$ cat config.mk
export PLATFORM = sky130hd
export DESIGN_NAME = dtmc_top
export DESIGN_NICKNAME = d
export VERILOG_FILES = /design/src/rtl/dtmc_pkg.sv /design/src/rtl/dtmc_counter.sv /design/src/rtl/dtmc_top.sv
export SDC_FILE = /design/constraint.sdc
export NUM_CORES = 1
export LEC_CHECK = 0
export ABC_AREA = 1
export BUFFER_PORTS_ARGS = -buffer_cell sky130_fd_sc_hd__buf_2
export CAP_MARGIN = 40
export CORE_MARGIN = 3
export CORE_UTILIZATION = 25
export DETAILED_ROUTE_END_ITERATION = 10
export SLEW_MARGIN = 20
export SYNTH_ARGS = -nofsm -noshare
export SYNTH_HDL_FRONTEND = slang
export SYNTH_SLANG_ARGS = --single-unit
$ cat constraint.sdc
create_clock -name clk -period 5.35 [get_ports clk]
set_clock_uncertainty 0.05 [all_clocks]
set_input_delay 1.07 -clock clk [delete_from_list [all_inputs] [get_ports clk]]
set_output_delay 1.07 -clock clk [all_outputs]
set_load 0.1 [all_outputs]
$ cat src/rtl/dtmc_pkg.sv
// Constants for the dual timer mode control block
package dtmc_pkg;
	localparam logic [7:0] TIMER_MODE_CONFIG_ADDR  = 8'h89;
	localparam logic [7:0] TIMER_MODE_CONFIG_RESET = 8'h00;
	localparam int         T1_GATE_BIT             = 7;
	localparam int         T1_COUNT_SEL_BIT        = 6;
	localparam int         T1_MODE_LSB             = 4;
	localparam int         T0_GATE_BIT             = 3;
	localparam int         T0_COUNT_SEL_BIT        = 2;
	localparam int         T0_MODE_LSB             = 0;
	localparam logic [1:0] MODE_13BIT              = 2'h0;
	localparam logic [1:0] MODE_16BIT              = 2'h1;
	localparam logic [1:0] MODE_8BIT_RELOAD        = 2'h2;
	localparam logic [1:0] MODE_SPLIT              = 2'h3;
	localparam logic [15:0] COUNT_RESET            = 16'h0000;
endpackage

$ cat src/rtl/dtmc_counter.sv
// One 16-bit counter with the four timer modes
`timescale 1ns/1ps
module dtmc_counter
(
	// Clock and reset
	input  wire logic        clk,
	input  wire logic        resetn,
	// Control
	input  wire logic [1:0]  mode,
	input  wire logic        split_ok,
	input  wire logic        inc_lo,
	input  wire logic        inc_hi,
	// Preload from software
	input  wire logic        load,
	input  wire logic [15:0] load_value,
	// State
	output logic      [15:0] count,
	output logic             ovf_lo,
	output logic             ovf_hi
);
	logic [15:0] next_count;
	logic        next_ovf_lo;
	logic        next_ovf_hi;

	always_comb
	begin
		next_count  = count;
		next_ovf_lo = 1'b0;
		next_ovf_hi = 1'b0;
		case (mode)
			dtmc_pkg::MODE_13BIT:
			begin
				if (inc_lo)
				begin
					if (count[4:0] == 5'h1F)
					begin
						next_count[4:0]  = 5'h00;
						next_count[15:8] = count[15:8] + 8'h01;
						next_ovf_lo      = (count[15:8] == 8'hFF);
					end
					else
						next_count[4:0] = count[4:0] + 5'h01;
				end
			end
			dtmc_pkg::MODE_16BIT:
			begin
				if (inc_lo)
				begin
					next_count  = count + 16'h0001;
					next_ovf_lo = (count == 16'hFFFF);
				end
			end
			dtmc_pkg::MODE_8BIT_RELOAD:
			begin
				if (inc_lo)
				begin
					if (count[7:0] == 8'hFF)
					begin
						next_count[7:0] = count[15:8];
						next_ovf_lo     = 1'b1;
					end
					else
						next_count[7:0] = count[7:0] + 8'h01;
				end
			end
			dtmc_pkg::MODE_SPLIT:
			begin
				if (split_ok)
				begin
					if (inc_lo)
					begin
						next_count[7:0] = count[7:0] + 8'h01;
						next_ovf_lo     = (count[7:0] == 8'hFF);
					end
					if (inc_hi)
					begin
						next_count[15:8] = count[15:8] + 8'h01;
						next_ovf_hi      = (count[15:8] == 8'hFF);
					end
				end
			end
			default:
				next_count = count;
		endcase
		if (load)
			next_count = load_value;
	end

	always_ff @(posedge clk or negedge resetn)
	begin
		if (!resetn)
		begin
			count  <= dtmc_pkg::COUNT_RESET;
			ovf_lo <= 1'b0;
			ovf_hi <= 1'b0;
		end
		else
		begin
			count  <= next_count;
			ovf_lo <= next_ovf_lo;
			ovf_hi <= next_ovf_hi;
		end
	end
endmodule

$ cat src/rtl/dtmc_top.sv
// Timer mode register, gating, clock select and two timers
`timescale 1ns/1ps
// What this block does
// - Timer 1 gate bit adds gate pin condition
// - Timer 1 counts prescaled clock or pin falls
// - Timer 1 modes: 13, 16, reload, inactive
// - Timer 0 gate bit adds gate pin condition
// - Timer 0 counts prescaled clock or pin falls
// - Timer 0 modes: 13, 16, reload, split
module dtmc_top
(
	// Clock and reset
	input  wire logic        clk,
	input  wire logic        resetn,
	// Register port
	input  wire logic [7:0]  reg_addr,
	input  wire logic        reg_wr,
	input  wire logic [7:0]  reg_wdata,
	output logic      [7:0]  reg_rdata,
	// Run bits and external interrupt configuration
	input  wire logic        timer0_run,
	input  wire logic        timer1_run,
	input  wire logic        timer0_gate_ctrl_polarity,
	input  wire logic        timer1_gate_ctrl_polarity,
	// Prescale clock selection and tick
	input  wire logic        timer0_clock_sel,
	input  wire logic        timer1_clock_sel,
	input  wire logic        prescale_tick,
	// External pins
	input  wire logic        ext_gate_input0,
	input  wire logic        ext_gate_input1,
	input  wire logic        ext_count_pin0,
	input  wire logic        ext_count_pin1,
	// Counter preload
	input  wire logic        timer0_load,
	input  wire logic        timer1_load,
	input  wire logic [15:0] load_value,
	// Overflow flag clears
	input  wire logic        timer0_ovf_clear,
	input  wire logic        timer1_ovf_clear,
	// Status
	output logic      [15:0] timer0_count,
	output logic      [15:0] timer1_count,
	output logic             timer0_ovf_flag,
	output logic             timer1_ovf_flag
);
	logic [7:0] timer_mode_config;
	logic       pin0_q;
	logic       pin1_q;
	logic       fall0;
	logic       fall1;
	logic       timer0_gate_ctrl_ok;
	logic       timer1_gate_ctrl_ok;
	logic       en0;
	logic       en1;
	logic       src0;
	logic       src1;
	logic       split;
	logic       ovf0_lo;
	logic       ovf0_hi;
	logic       ovf1;
	logic [1:0] t0_mode;
	logic [1:0] t1_mode;
	logic       t1_inc;
	logic       cfg_hit;
	logic       t0_gate_en;
	logic       t0_pin_sel;
	logic       t1_gate_en;
	logic       t1_pin_sel;
	logic       inc0_lo;
	logic       inc0_hi;

	////////////////////////////////////////////////////////////////
	// Mode register
	// Only the mode register address is decoded
	assign cfg_hit = (reg_addr == dtmc_pkg::TIMER_MODE_CONFIG_ADDR);

	always_ff @(posedge clk or negedge resetn)
	begin
		if (!resetn)
			timer_mode_config <= dtmc_pkg::TIMER_MODE_CONFIG_RESET;
		else if (reg_wr && cfg_hit)
			timer_mode_config <= reg_wdata;
	end

	// Unmapped addresses read as zero
	always_ff @(posedge clk or negedge resetn)
	begin
		if (!resetn)
			reg_rdata <= 8'h00;
		else if (cfg_hit)
			reg_rdata <= timer_mode_config;
		else
			reg_rdata <= 8'h00;
	end

	// Control fields of the mode register
	assign t0_mode    = timer_mode_config[dtmc_pkg::T0_MODE_LSB +: 2];
	assign t1_mode    = timer_mode_config[dtmc_pkg::T1_MODE_LSB +: 2];
	assign t0_gate_en = timer_mode_config[dtmc_pkg::T0_GATE_BIT];
	assign t0_pin_sel = timer_mode_config[dtmc_pkg::T0_COUNT_SEL_BIT];
	assign t1_gate_en = timer_mode_config[dtmc_pkg::T1_GATE_BIT];
	assign t1_pin_sel = timer_mode_config[dtmc_pkg::T1_COUNT_SEL_BIT];
	// Split mode is decided by timer 0 mode field alone
	assign split      = (t0_mode == dtmc_pkg::MODE_SPLIT);

	////////////////////////////////////////////////////////////////
	// Count pin edge detection, pins synchronous to clk
	// Low after reset, so a pin held low through reset gives no fall
	always_ff @(posedge clk or negedge resetn)
	begin
		if (!resetn)
			pin0_q <= 1'b0;
		else
			pin0_q <= ext_count_pin0;
	end

	always_ff @(posedge clk or negedge resetn)
	begin
		if (!resetn)
			pin1_q <= 1'b0;
		else
			pin1_q <= ext_count_pin1;
	end

	assign fall0 = pin0_q && !ext_count_pin0;
	assign fall1 = pin1_q && !ext_count_pin1;

	////////////////////////////////////////////////////////////////
	// Timer 0 gating and count source
	always_comb
	begin
		timer0_gate_ctrl_ok = 1'b1;
		src0     = timer0_clock_sel || prescale_tick;
		if (t0_gate_en)
			timer0_gate_ctrl_ok = (ext_gate_input0 == timer0_gate_ctrl_polarity);
		if (t0_pin_sel)
			src0 = fall0;
	end

	assign en0 = timer0_run && timer0_gate_ctrl_ok;

	////////////////////////////////////////////////////////////////
	// Timer 1 gating and count source
	always_comb
	begin
		timer1_gate_ctrl_ok = 1'b1;
		src1     = timer1_clock_sel || prescale_tick;
		if (t1_gate_en)
			timer1_gate_ctrl_ok = (ext_gate_input1 == timer1_gate_ctrl_polarity);
		if (t1_pin_sel)
			src1 = fall1;
	end

	assign en1 = timer1_run && timer1_gate_ctrl_ok;

	////////////////////////////////////////////////////////////////
	// Increment requests
	assign inc0_lo = en0 && src0;
	// Split high byte follows timer 1 run and clock choice, ungated
	assign inc0_hi = split && timer1_run && (timer1_clock_sel || prescale_tick);
	// Mode 3 holds timer 1
	assign t1_inc  = en1 && src1 && (t1_mode != dtmc_pkg::MODE_SPLIT);

	////////////////////////////////////////////////////////////////
	// Counters
	// Timer 0 may split into two 8-bit halves
	dtmc_counter u_timer0
	(
		.clk        (clk),
		.resetn     (resetn),
		.mode       (t0_mode),
		.split_ok   (1'b1),
		.inc_lo     (inc0_lo),
		.inc_hi     (inc0_hi),
		.load       (timer0_load),
		.load_value (load_value),
		.count      (timer0_count),
		.ovf_lo     (ovf0_lo),
		.ovf_hi     (ovf0_hi)
	);

	// Timer 1 has no split; its mode 3 holds the count
	dtmc_counter u_timer1
	(
		.clk        (clk),
		.resetn     (resetn),
		.mode       (t1_mode),
		.split_ok   (1'b0),
		.inc_lo     (t1_inc),
		.inc_hi     (1'b0),
		.load       (timer1_load),
		.load_value (load_value),
		.count      (timer1_count),
		.ovf_lo     (ovf1),
		.ovf_hi     ()
	);

	////////////////////////////////////////////////////////////////
	// Timer 0 overflow flag, set wins over clear
	always_ff @(posedge clk or negedge resetn)
	begin
		if (!resetn)
			timer0_ovf_flag <= 1'b0;
		else if (ovf0_lo)
			timer0_ovf_flag <= 1'b1;
		else if (timer0_ovf_clear)
			timer0_ovf_flag <= 1'b0;
	end

	// Timer 1 overflow flag, also set by the split high byte
	// Set wins over clear so no overflow is lost
	always_ff @(posedge clk or negedge resetn)
	begin
		if (!resetn)
			timer1_ovf_flag <= 1'b0;
		else if (ovf1 || (split && ovf0_hi))
			timer1_ovf_flag <= 1'b1;
		else if (timer1_ovf_clear)
			timer1_ovf_flag <= 1'b0;
	end
endmodule

==> reports/results.tsv, run 1 <==
metric	value	unit
status	finished clean	
worstSetupPathType	register to output port	
drc	0	
power_frac_clock	0.268	
die-width	131	um
numCtsBuffers	5	
cap_violations	0	
drt-initial-drc-count	292	
clkSinkCount	55	
crit_family	flip-flops	
path_clk_slew	0.08	ns
postCtsSetupBuffers	0	
gp_congestion	0.849	
path_buf_inv	1	
grt_pass1_wl	18700	um
dpl.hpwl	9240	um
rows	45	
fmax	406	MHz
grt_pass1_vias	3701	
wl	11700	um
seq_area_frac_synth	0.352	
seq_power_share	0.353	
grt_max_degree	56	
synth-seq-cells	55	
start_util	0.256	
die_y	131	um
critPathArrivalTime	1.34	ns
synth_area_per_cell	6.90	um2
finalCriticalPeriod	2.46	ns
pwr-share-comb	0.380	
sw_frac_of_total	0.447	
ant_nets	0	
start_kind	register	
area_delta_synth_final	22.3	%
drv_slew	0	
power.internal	0.799	mW
vias_per_cell	4.42	
num_vias	3835	
die-area	0.0172	mm2
cp-end-kind	output port	
synth_common_cells	nand2_1 (164), nand3_1 (72), nor2_1 (56), dfrtp_1 (55), inv_1 (55)	
synth.top_cell.area_share	0.352	
grt.total_usage	0.140	
ir_drop	0.149	mV
final_net_count	719	
cts_tree	done	
yosys_warnings	0	
leakagePower	2.44	nW
syn_inst	566	
worstMarginPinSlew	0.518	ns
core-area	0.0153	mm2
ctsResizeCount	0	
postSynth.asyncResetShare	1.00	
rsz0062_at_grt	false	
slew-limit-headroom	0.652	
firstDrtPassIters	4	
synth.most_common_cell	nand2_1	
final_layout_size_suffix_gt1_frac	0.218	
yosys.area.top_type	dfrtp_1	
cts-root-buf	clkbuf_16	
worstPathCellList	buf_2	
num_io_pins	92	
antenna_found_initial	0	
syn_area	0.00391	mm2
yosysUniqueCellTypes	42	
yosys-top-cells-area	dfrtp_1 (35%), nand2_1 (16%), nand3_1 (9.2%)	
crit_slowest_cell	dfrtp_1	
post_drt_wl_per_cell	13.5	um
dp_cells	858	
htree_num_levels	2	
stdcell_count	867	
final-hold-violation-count	0	
fin_crit_sh	0.460	
synth-edff-count	0	
hold_buffers	0	
cp_max_fo	7	
setup_tns	0	ns
cp.required	4.23	ns
clk_path_buf_depth	2	
ys.flop_type	dfrtp_1	
syn_nets	630	
slowest_delay	0.52	ns
clk_latency	0.31	ns
antenna_cells	0	
net-switching-power	0.645	mW
p_total	1.44	mW
io_buffers	91	
setup-violations-final	0	
pwr_density_cell	302	mW/mm2
grt-ovfl-total	0	
holdCritPathClass	register to register	
## cells in the final DEF, fill, tap and decap left out, types with 3 or more instances in the layout
| master | count |
|---|---|
| dfrtp_1 | 55 |
| inv_1 | 55 |
| o211ai_1 | 4 |
| xor2_1 | 12 |
| a21oi_1 | 21 |
| nand2_2 | 7 |
| nand3b_1 | 5 |
| o21ai_0 | 6 |
| buf_2 | 91 |
| nor2_1 | 56 |
| nor2_4 | 4 |
| ha_1 | 14 |
| clkbuf_16 | 5 |
| o21ai_1 | 29 |
| nand4_1 | 4 |
| nor3_1 | 3 |
| nand2_1 | 164 |
| nand3_1 | 72 |
| inv_2 | 7 |
| nor2_2 | 11 |
## power groups by stage
stage / Sequential, mW / Clock, mW / Combinational, mW
after global routing: 0.517 / 0.420 / 0.595
final: 0.509 / 0.387 / 0.548
after floorplan: 0.739 / 0 / 0.196
after detailed placement: 0.517 / 0 / 0.548
after global placement: 0.517 / 0 / 0.546
after CTS: 0.509 / 0.406 / 0.549
## logic make-up after synthesis
kind of cell | share of synthesized area
flip-flops | 0.352
adder cells (fa/ha/maj) | 0.0448
XOR/XNOR | 0.0314
AND/OR/NAND/NOR | 0.395
buffers and inverters | 0.0753
AO/OA/AOI/OAI | 0.102
## metal layers
layer  vias up  global-route usage  part of all wire
met5         -                   0                 0
met4         0              0.0345             0.011
met3         9              0.0394             0.061
met2        76               0.236              0.49
met1      1741               0.178              0.44
li1       2009                   -                 -
## path summary, 6_finish.rpt
check	startpoint	end	slack (ns)	cells after the start
max	u_timer0.count[8]	timer0_count[8]	2.89	1
min	u_timer0.ovf_hi	timer1_ovf_flag	0.42	2
max reg2reg	u_timer1.count[0]	u_timer1.count[9]	3.10	10
min reg2reg	u_timer0.ovf_hi	timer1_ovf_flag	0.42	2
max in group asynchronous	resetn	u_timer0.count[9]	4.22	3
min in group asynchronous	resetn	u_timer1.count[4]	0.77	3
## final cells by class
class,count,area [um2]
multi-input cells,436,2240
flip-flops and latches,55,1380
inverters,64,241
well taps,211,264
clock buffers,6,129
repair buffers,93,490
fillers,1677,10500
clock inverters,2,38.8
## per-stage QoR
stage               hold WS [ns]   util  cell area [um2]  setup WS (ns)
CTS                        0.426  0.311             4750           2.88
global placement           0.404  0.300             4580           2.80
detailed placement         0.395  0.300             4580           2.74
finish                     0.421  0.313             4780           2.89
floorplan                  0.367      -             3910           2.72
global route               0.437  0.313             4780           2.83
## state kept, by name, summed over array words and instances (netlist names)
| signal | flops |
|---|---|
| u_timer0.count | 16 |
| u_timer1.count | 16 |
| reg_rdata | 8 |
| timer_mode_config | 8 |
| pin0_q | 1 |
| pin1_q | 1 |
| timer0_ovf_flag | 1 |
| timer1_ovf_flag | 1 |
| u_timer0.ovf_hi | 1 |
| u_timer0.ovf_lo | 1 |
| u_timer1.ovf_lo | 1 |
Power figures use the tool's default switching activity.
==> inputs of run 2 (changes only) <==
==> constraint.sdc (replaced) <==
create_clock -name clk -period 2.4 [get_ports clk]
set_clock_uncertainty 0.05 [all_clocks]
set_input_delay 0.48 -clock clk [delete_from_list [all_inputs] [get_ports clk]]
set_output_delay 0.48 -clock clk [all_outputs]
set_load 0.1 [all_outputs]
==> run 2 against run 1 <==
Effect of this change: worst setup slack worse by 2.6 ns; critical path depth increased by 9; total power grew 120%; critical path type is now register to register; critical endpoint is now u_timer1.count[9]; largest cell class unchanged.
==> reports/results.tsv, run 2 (synthesis gave the netlist of run 1 again) <==
metric	value	unit
start_kind	register	
grt.total_usage	0.145	
reg_top3	u_timer0.count (16), u_timer1.count (16)	
final_net_count	724	
mostFrequentLayoutCells	nand2_1 (164), buf_2 (91), nand3_1 (72), nor2_1 (56), inv_1 (55)	
power_frac_clock	0.242	
worstSetupPathType	register to register	
grt_max_degree	24	
vias_per_cell	4.43	
die-area	0.0172	mm2
die_y	131	um
area_delta_synth_final	22.6	%
ir_drop	0.308	mV
grt-ovfl-total	0	
clk_path_buf_depth	2	
cp-end-kind	register	
holdWs	0.0995	ns
regToRegSetupSlack	0.31	ns
sw_frac_of_total	0.462	
worstPathCellList	ha_1, nand2_1, nor2_4, ha_1, inv_1, a21oi_1, nand4_4, nor2_4, o211ai_1, nand3_1	
post_drt_wl_per_cell	13.7	um
htree_num_levels	2	
multi_input_area	0.00224	mm2
grt_pass1_wl	19500	um
cp.required	2.60	ns
final_core_util	0.314	
core-area	0.0153	mm2
slowest_delay	0.40	ns
slew-limit-headroom	0.641	
fmax	478	MHz
antenna_found_initial	0	
holdCritPathClass	input port to asynchronous set/reset pin	
critPathArrivalTime	2.29	ns
gp_congestion	0.927	
seq_area	0.00138	mm2
firstDrtPassIters	4	
num_io_pins	92	
cap_violations	0	
rows	45	
setup_tns	0	ns
r2r_cells	10	
seq_power_share	0.364	
numCtsBuffers	5	
crit_slowest_cell	dfrtp_2	
path_clk_slew	0.08	ns
finalCriticalPeriod	2.09	ns
status	finished clean	
r2r_start	u_timer1.count[0]	
fin_crit_sh	0.872	
postCtsSetupBuffers	0	
pwr-share-comb	0.394	
fillCellCount	1665	
drt-initial-drc-count	375	
place_worst_setup_slack	0.286	ns
grt_pass1_vias	3761	
critPathLaunch	u_timer1.count[0]	
drv_slew	0	
cp_max_fo	9	
net-switching-power	1.44	mW
timing.critical_path.to	u_timer1.count[9]	
die-width	131	um
final-hold-violation-count	0	
num_vias	3863	
dpl.hpwl	9590	um
io_buffers	91	
mostFrequentLayoutCell	nand2_1	
worstMarginPinSlew	0.538	ns
r2r_end	u_timer1.count[9]	
pwr_density_cell	652	mW/mm2
clk_latency	0.31	ns
start_util	0.256	
clkSinkCount	55	
setup-violations-final	0	
cts_tree	done	
antenna_cells	0	
wl	11900	um
cts-root-buf	clkbuf_16	
hold_buffers	0	
final_layout_size_suffix_gt1_frac	0.233	
worst_slack	0.306	ns
ant_nets	0	
power.internal	1.68	mW
ctsResizeCount	0	
drc	0	
rsz0062_at_grt	false	
leakagePower	2.45	nW
run 2: cell types whose count changed in the layout (fill, tap and decap cells not counted):
cell,previous run,this run
dfrtp_1,55,49
dfrtp_2,0,6
buf_4,1,6
buf_12,0,1
buf_16,1,0
bufinv_16,1,0
clkinv_2,1,2
clkinv_4,0,1
inv_6,1,0
run 2: power by group through the flow:
| stage | clock network [mW] | registers [mW] | logic (mW) |
|---|---|---|---|
| floorplan | 0 | 1.65 | 0.437 |
| global placement | 0 | 1.16 | 1.23 |
| detailed placement | 0 | 1.15 | 1.23 |
| global route | 0.816 | 1.16 | 1.34 |
| finish | 0.756 | 1.14 | 1.23 |
| CTS | 0.789 | 1.14 | 1.24 |
run 2: stage by stage:
| step | power, mW | cell area (um2) | instances |
|---|---|---|---|
| after floorplan | 2.09 | 3910 | 566 |
| after global placement | 2.38 | 4650 | 864 |
| after CTS | 3.16 | 4790 | 872 |
| after detailed placement | 2.39 | 4650 | 864 |
| after global routing | 3.31 | 4790 | 872 |
| final | 3.12 | 4790 | 872 |
run 2: cell type report:
cell class                      count  area share
Multi-Input combinational cell    436       0.467
Sequential cell                    55       0.289
Timing Repair Buffer               98       0.109
Tap cell                          211      0.0551
Inverter                           64      0.0504
Clock buffer                        6      0.0269
Clock inverter                      2     0.00287
run 2: routing by layer:
metal / vias up / share of wire / track usage / wire length, um
li1: 2015 / - / - / -
met1: 1770 / 0.45 / 0.188 / 5410
met2: 71 / 0.49 / 0.249 / 5890
met3: 7 / 0.046 / 0.0350 / 547
met4: 0 / 0.0057 / 0.0272 / 68
met5: - / 0 / 0 / 0
run 2: critical path: cells and delay by family (launching register included):
kind                       cells  cell delay (ns)
AOI/OAI and AO/OA              2             0.35
and+or+nand+nor                5             0.75
DFF                            1             0.40
buffers and inverters          1             0.06
adders and majority gates      2             0.41
run 2: worst min path at each step:
stage | from | to | cells past startpoint
after floorplan | resetn | pin0_q | 0
after global placement | u_timer0.ovf_lo | timer0_ovf_flag | 1
after CTS | resetn | timer_mode_config[6] | 1
final | resetn | timer_mode_config[6] | 1
after global routing | resetn | timer_mode_config[6] | 1
after detailed placement | u_timer0.ovf_lo | timer0_ovf_flag | 1
==> inputs of run 3 (changes only) <==
--- a/config.mk
+++ b/config.mk
@@ -6,11 +6,12 @@
 export NUM_CORES = 1
 export LEC_CHECK = 0
 export ABC_AREA = 1
-export BUFFER_PORTS_ARGS = -buffer_cell sky130_fd_sc_hd__buf_2
+export BUFFER_PORTS_ARGS = -buffer_cell sky130_fd_sc_hd__buf_4
 export CAP_MARGIN = 40
 export CORE_MARGIN = 3
 export CORE_UTILIZATION = 25
 export DETAILED_ROUTE_END_ITERATION = 10
+export RECOVER_POWER = 50
 export SLEW_MARGIN = 20
 export SYNTH_ARGS = -nofsm -noshare
 export SYNTH_HDL_FRONTEND = slang
==> run 3 against run 2 <==
Effect of this change: sequential share of layout area down 1.1 points; sequential power about the same; worst hold slack improved by 0.15 ns; die area unchanged; flip-flop and latch count unchanged; cell count is 0.11% lower; count of clock-buffer cells in the layout stayed put; combinational power increased by 5%; critical path type unchanged; worst setup slack worse by 0.023 ns; total power increased by 3.8%; via count is 0.10% higher; largest cell class unchanged.
==> reports/results.tsv, run 3 (synthesis gave the netlist of run 1 again) <==
metric	value	unit
num_io_pins	92	
fillCellCount	1688	
fmax	472	MHz
setup_tns	0	ns
grt_pass1_wl	19400	um
cap_violations	0	
final_net_count	723	
antenna_cells	0	
start_util	0.256	
drc	0	
ant_nets	0	
core-area	0.0153	mm2
final-hold-violation-count	0	
gp_congestion	0.907	
fin_crit_sh	0.882	
grt_max_degree	56	
slew-limit-headroom	0.203	
num_vias	3867	
ir_drop	0.300	mV
worstMarginPinSlew	1.20	ns
pwr_density_cell	652	mW/mm2
regToRegSetupSlack	0.28	ns
reg_top3	u_timer0.count (16), u_timer1.count (16)	
clkSinkCount	55	
r2r_start	u_timer1.count[0]	
status	finished clean	
leakagePower	2.47	nW
holdCritPathClass	input port to register	
area_delta_synth_final	27.3	%
wl	12100	um
grt-ovfl-total	0	
final_layout_size_suffix_gt1_frac	0.215	
cp.required	2.60	ns
die-area	0.0172	mm2
grtUsageMet1	0.191	
path_clk_slew	0.08	ns
rsz0062_at_grt	false	
r2r_cells	10	
final_core_util	0.326	
cts-root-buf	clkbuf_16	
io_buffers	91	
die-width	131	um
vias_per_cell	4.44	
critPathArrivalTime	2.31	ns
numCtsBuffers	5	
critPathLaunch	u_timer1.count[0]	
dpl.hpwl	9440	um
start_kind	register	
globalRouteMet2Util	0.241	
clk_path_buf_depth	2	
rows	45	
drv_slew	0	
cts_tree	done	
drt-initial-drc-count	323	
mostFrequentLayoutCell	nand2_1	
grt_pass1_vias	3802	
hp-start	ext_count_pin1	
grt_use_met3	0.0264	
htree_num_levels	2	
finalCriticalPeriod	2.12	ns
antenna_found_initial	0	
clk_latency	0.32	ns
whs_path_depth	1	
firstDrtPassIters	5	
cp-end-kind	register	
cp_max_fo	9	
post_drt_wl_per_cell	13.8	um
setup-violations-final	0	
die_y	131	um
mostFrequentLayoutCells	nand2_1 (164), buf_4 (82), nand3_1 (72), nor2_1 (56), inv_1 (55)	
worstSetupPathType	register to register	
grt.total_usage	0.145	
top_usage_layer	met2	
run 3: final timing paths:
kind	end
max	u_timer1.count[9]
min	pin1_q
max reg2reg	u_timer1.count[9]
min reg2reg	timer0_ovf_flag
max in group asynchronous	u_timer1.count[0]
min in group asynchronous	u_timer0.count[4]
run 3: per-layer routing:
| metal | part of all wire | vias to the layer above |
|---|---|---|
| li1 | - | 2015 |
| met1 | 0.46 | 1758 |
| met2 | 0.49 | 84 |
| met3 | 0.043 | 10 |
| met4 | 0.014 | 0 |
| met5 | 0 | - |
run 3: power by group:
part | switching [mW] | total, mW | internal [mW] | leakage [nW]
sequential | 0.134 | 1.14 | 1.01 | 0.656
combinational | 0.948 | 1.29 | 0.341 | 1.73
clock | 0.386 | 0.812 | 0.426 | 0.0790
run 3: timing repair:
action                                 4_1_cts  5_1_grt
setup buffers                                0        0
resized for setup                            0        0
endpoints found under the hold margin        0       10
hold buffers                                 0        1
run 3: metrics by stage:
stage | area, um2 | hold slack [ns] | cells | power, mW | setup slack [ns]
finish | 4970 | 0.249 | 871 | 3.24 | 0.283
global route | 4970 | 0.238 | 871 | 3.43 | 0.0870
CTS | 5000 | 0.210 | 869 | 3.29 | 0.279
detailed placement | 4840 | 0.383 | 861 | 2.45 | 0.303
global placement | 4840 | 0.399 | 861 | 2.45 | 0.368
floorplan | 3910 | 0.134 | 566 | 2.09 | 0.0353
run 3: final cells by class:
type,count,area (um2),area share
clock buffers,6,139,0.0279
clock inverters,2,20.0,0.00403
inverters,64,241,0.0486
multi-input cells,436,2230,0.449
flip-flops and latches,55,1380,0.278
well taps,211,264,0.0531
repair buffers,97,693,0.139
run 3: critical path: stages (launching register included):
cell and delay, ns:
dfrtp_2 0.40, ha_1 0.18, nand2_1 0.09, nor2_4 0.13
ha_1 0.23, inv_1 0.06, a21oi_1 0.24, nand4_4 0.22
nor2_4 0.25, o211ai_1 0.12, nand3_1 0.08
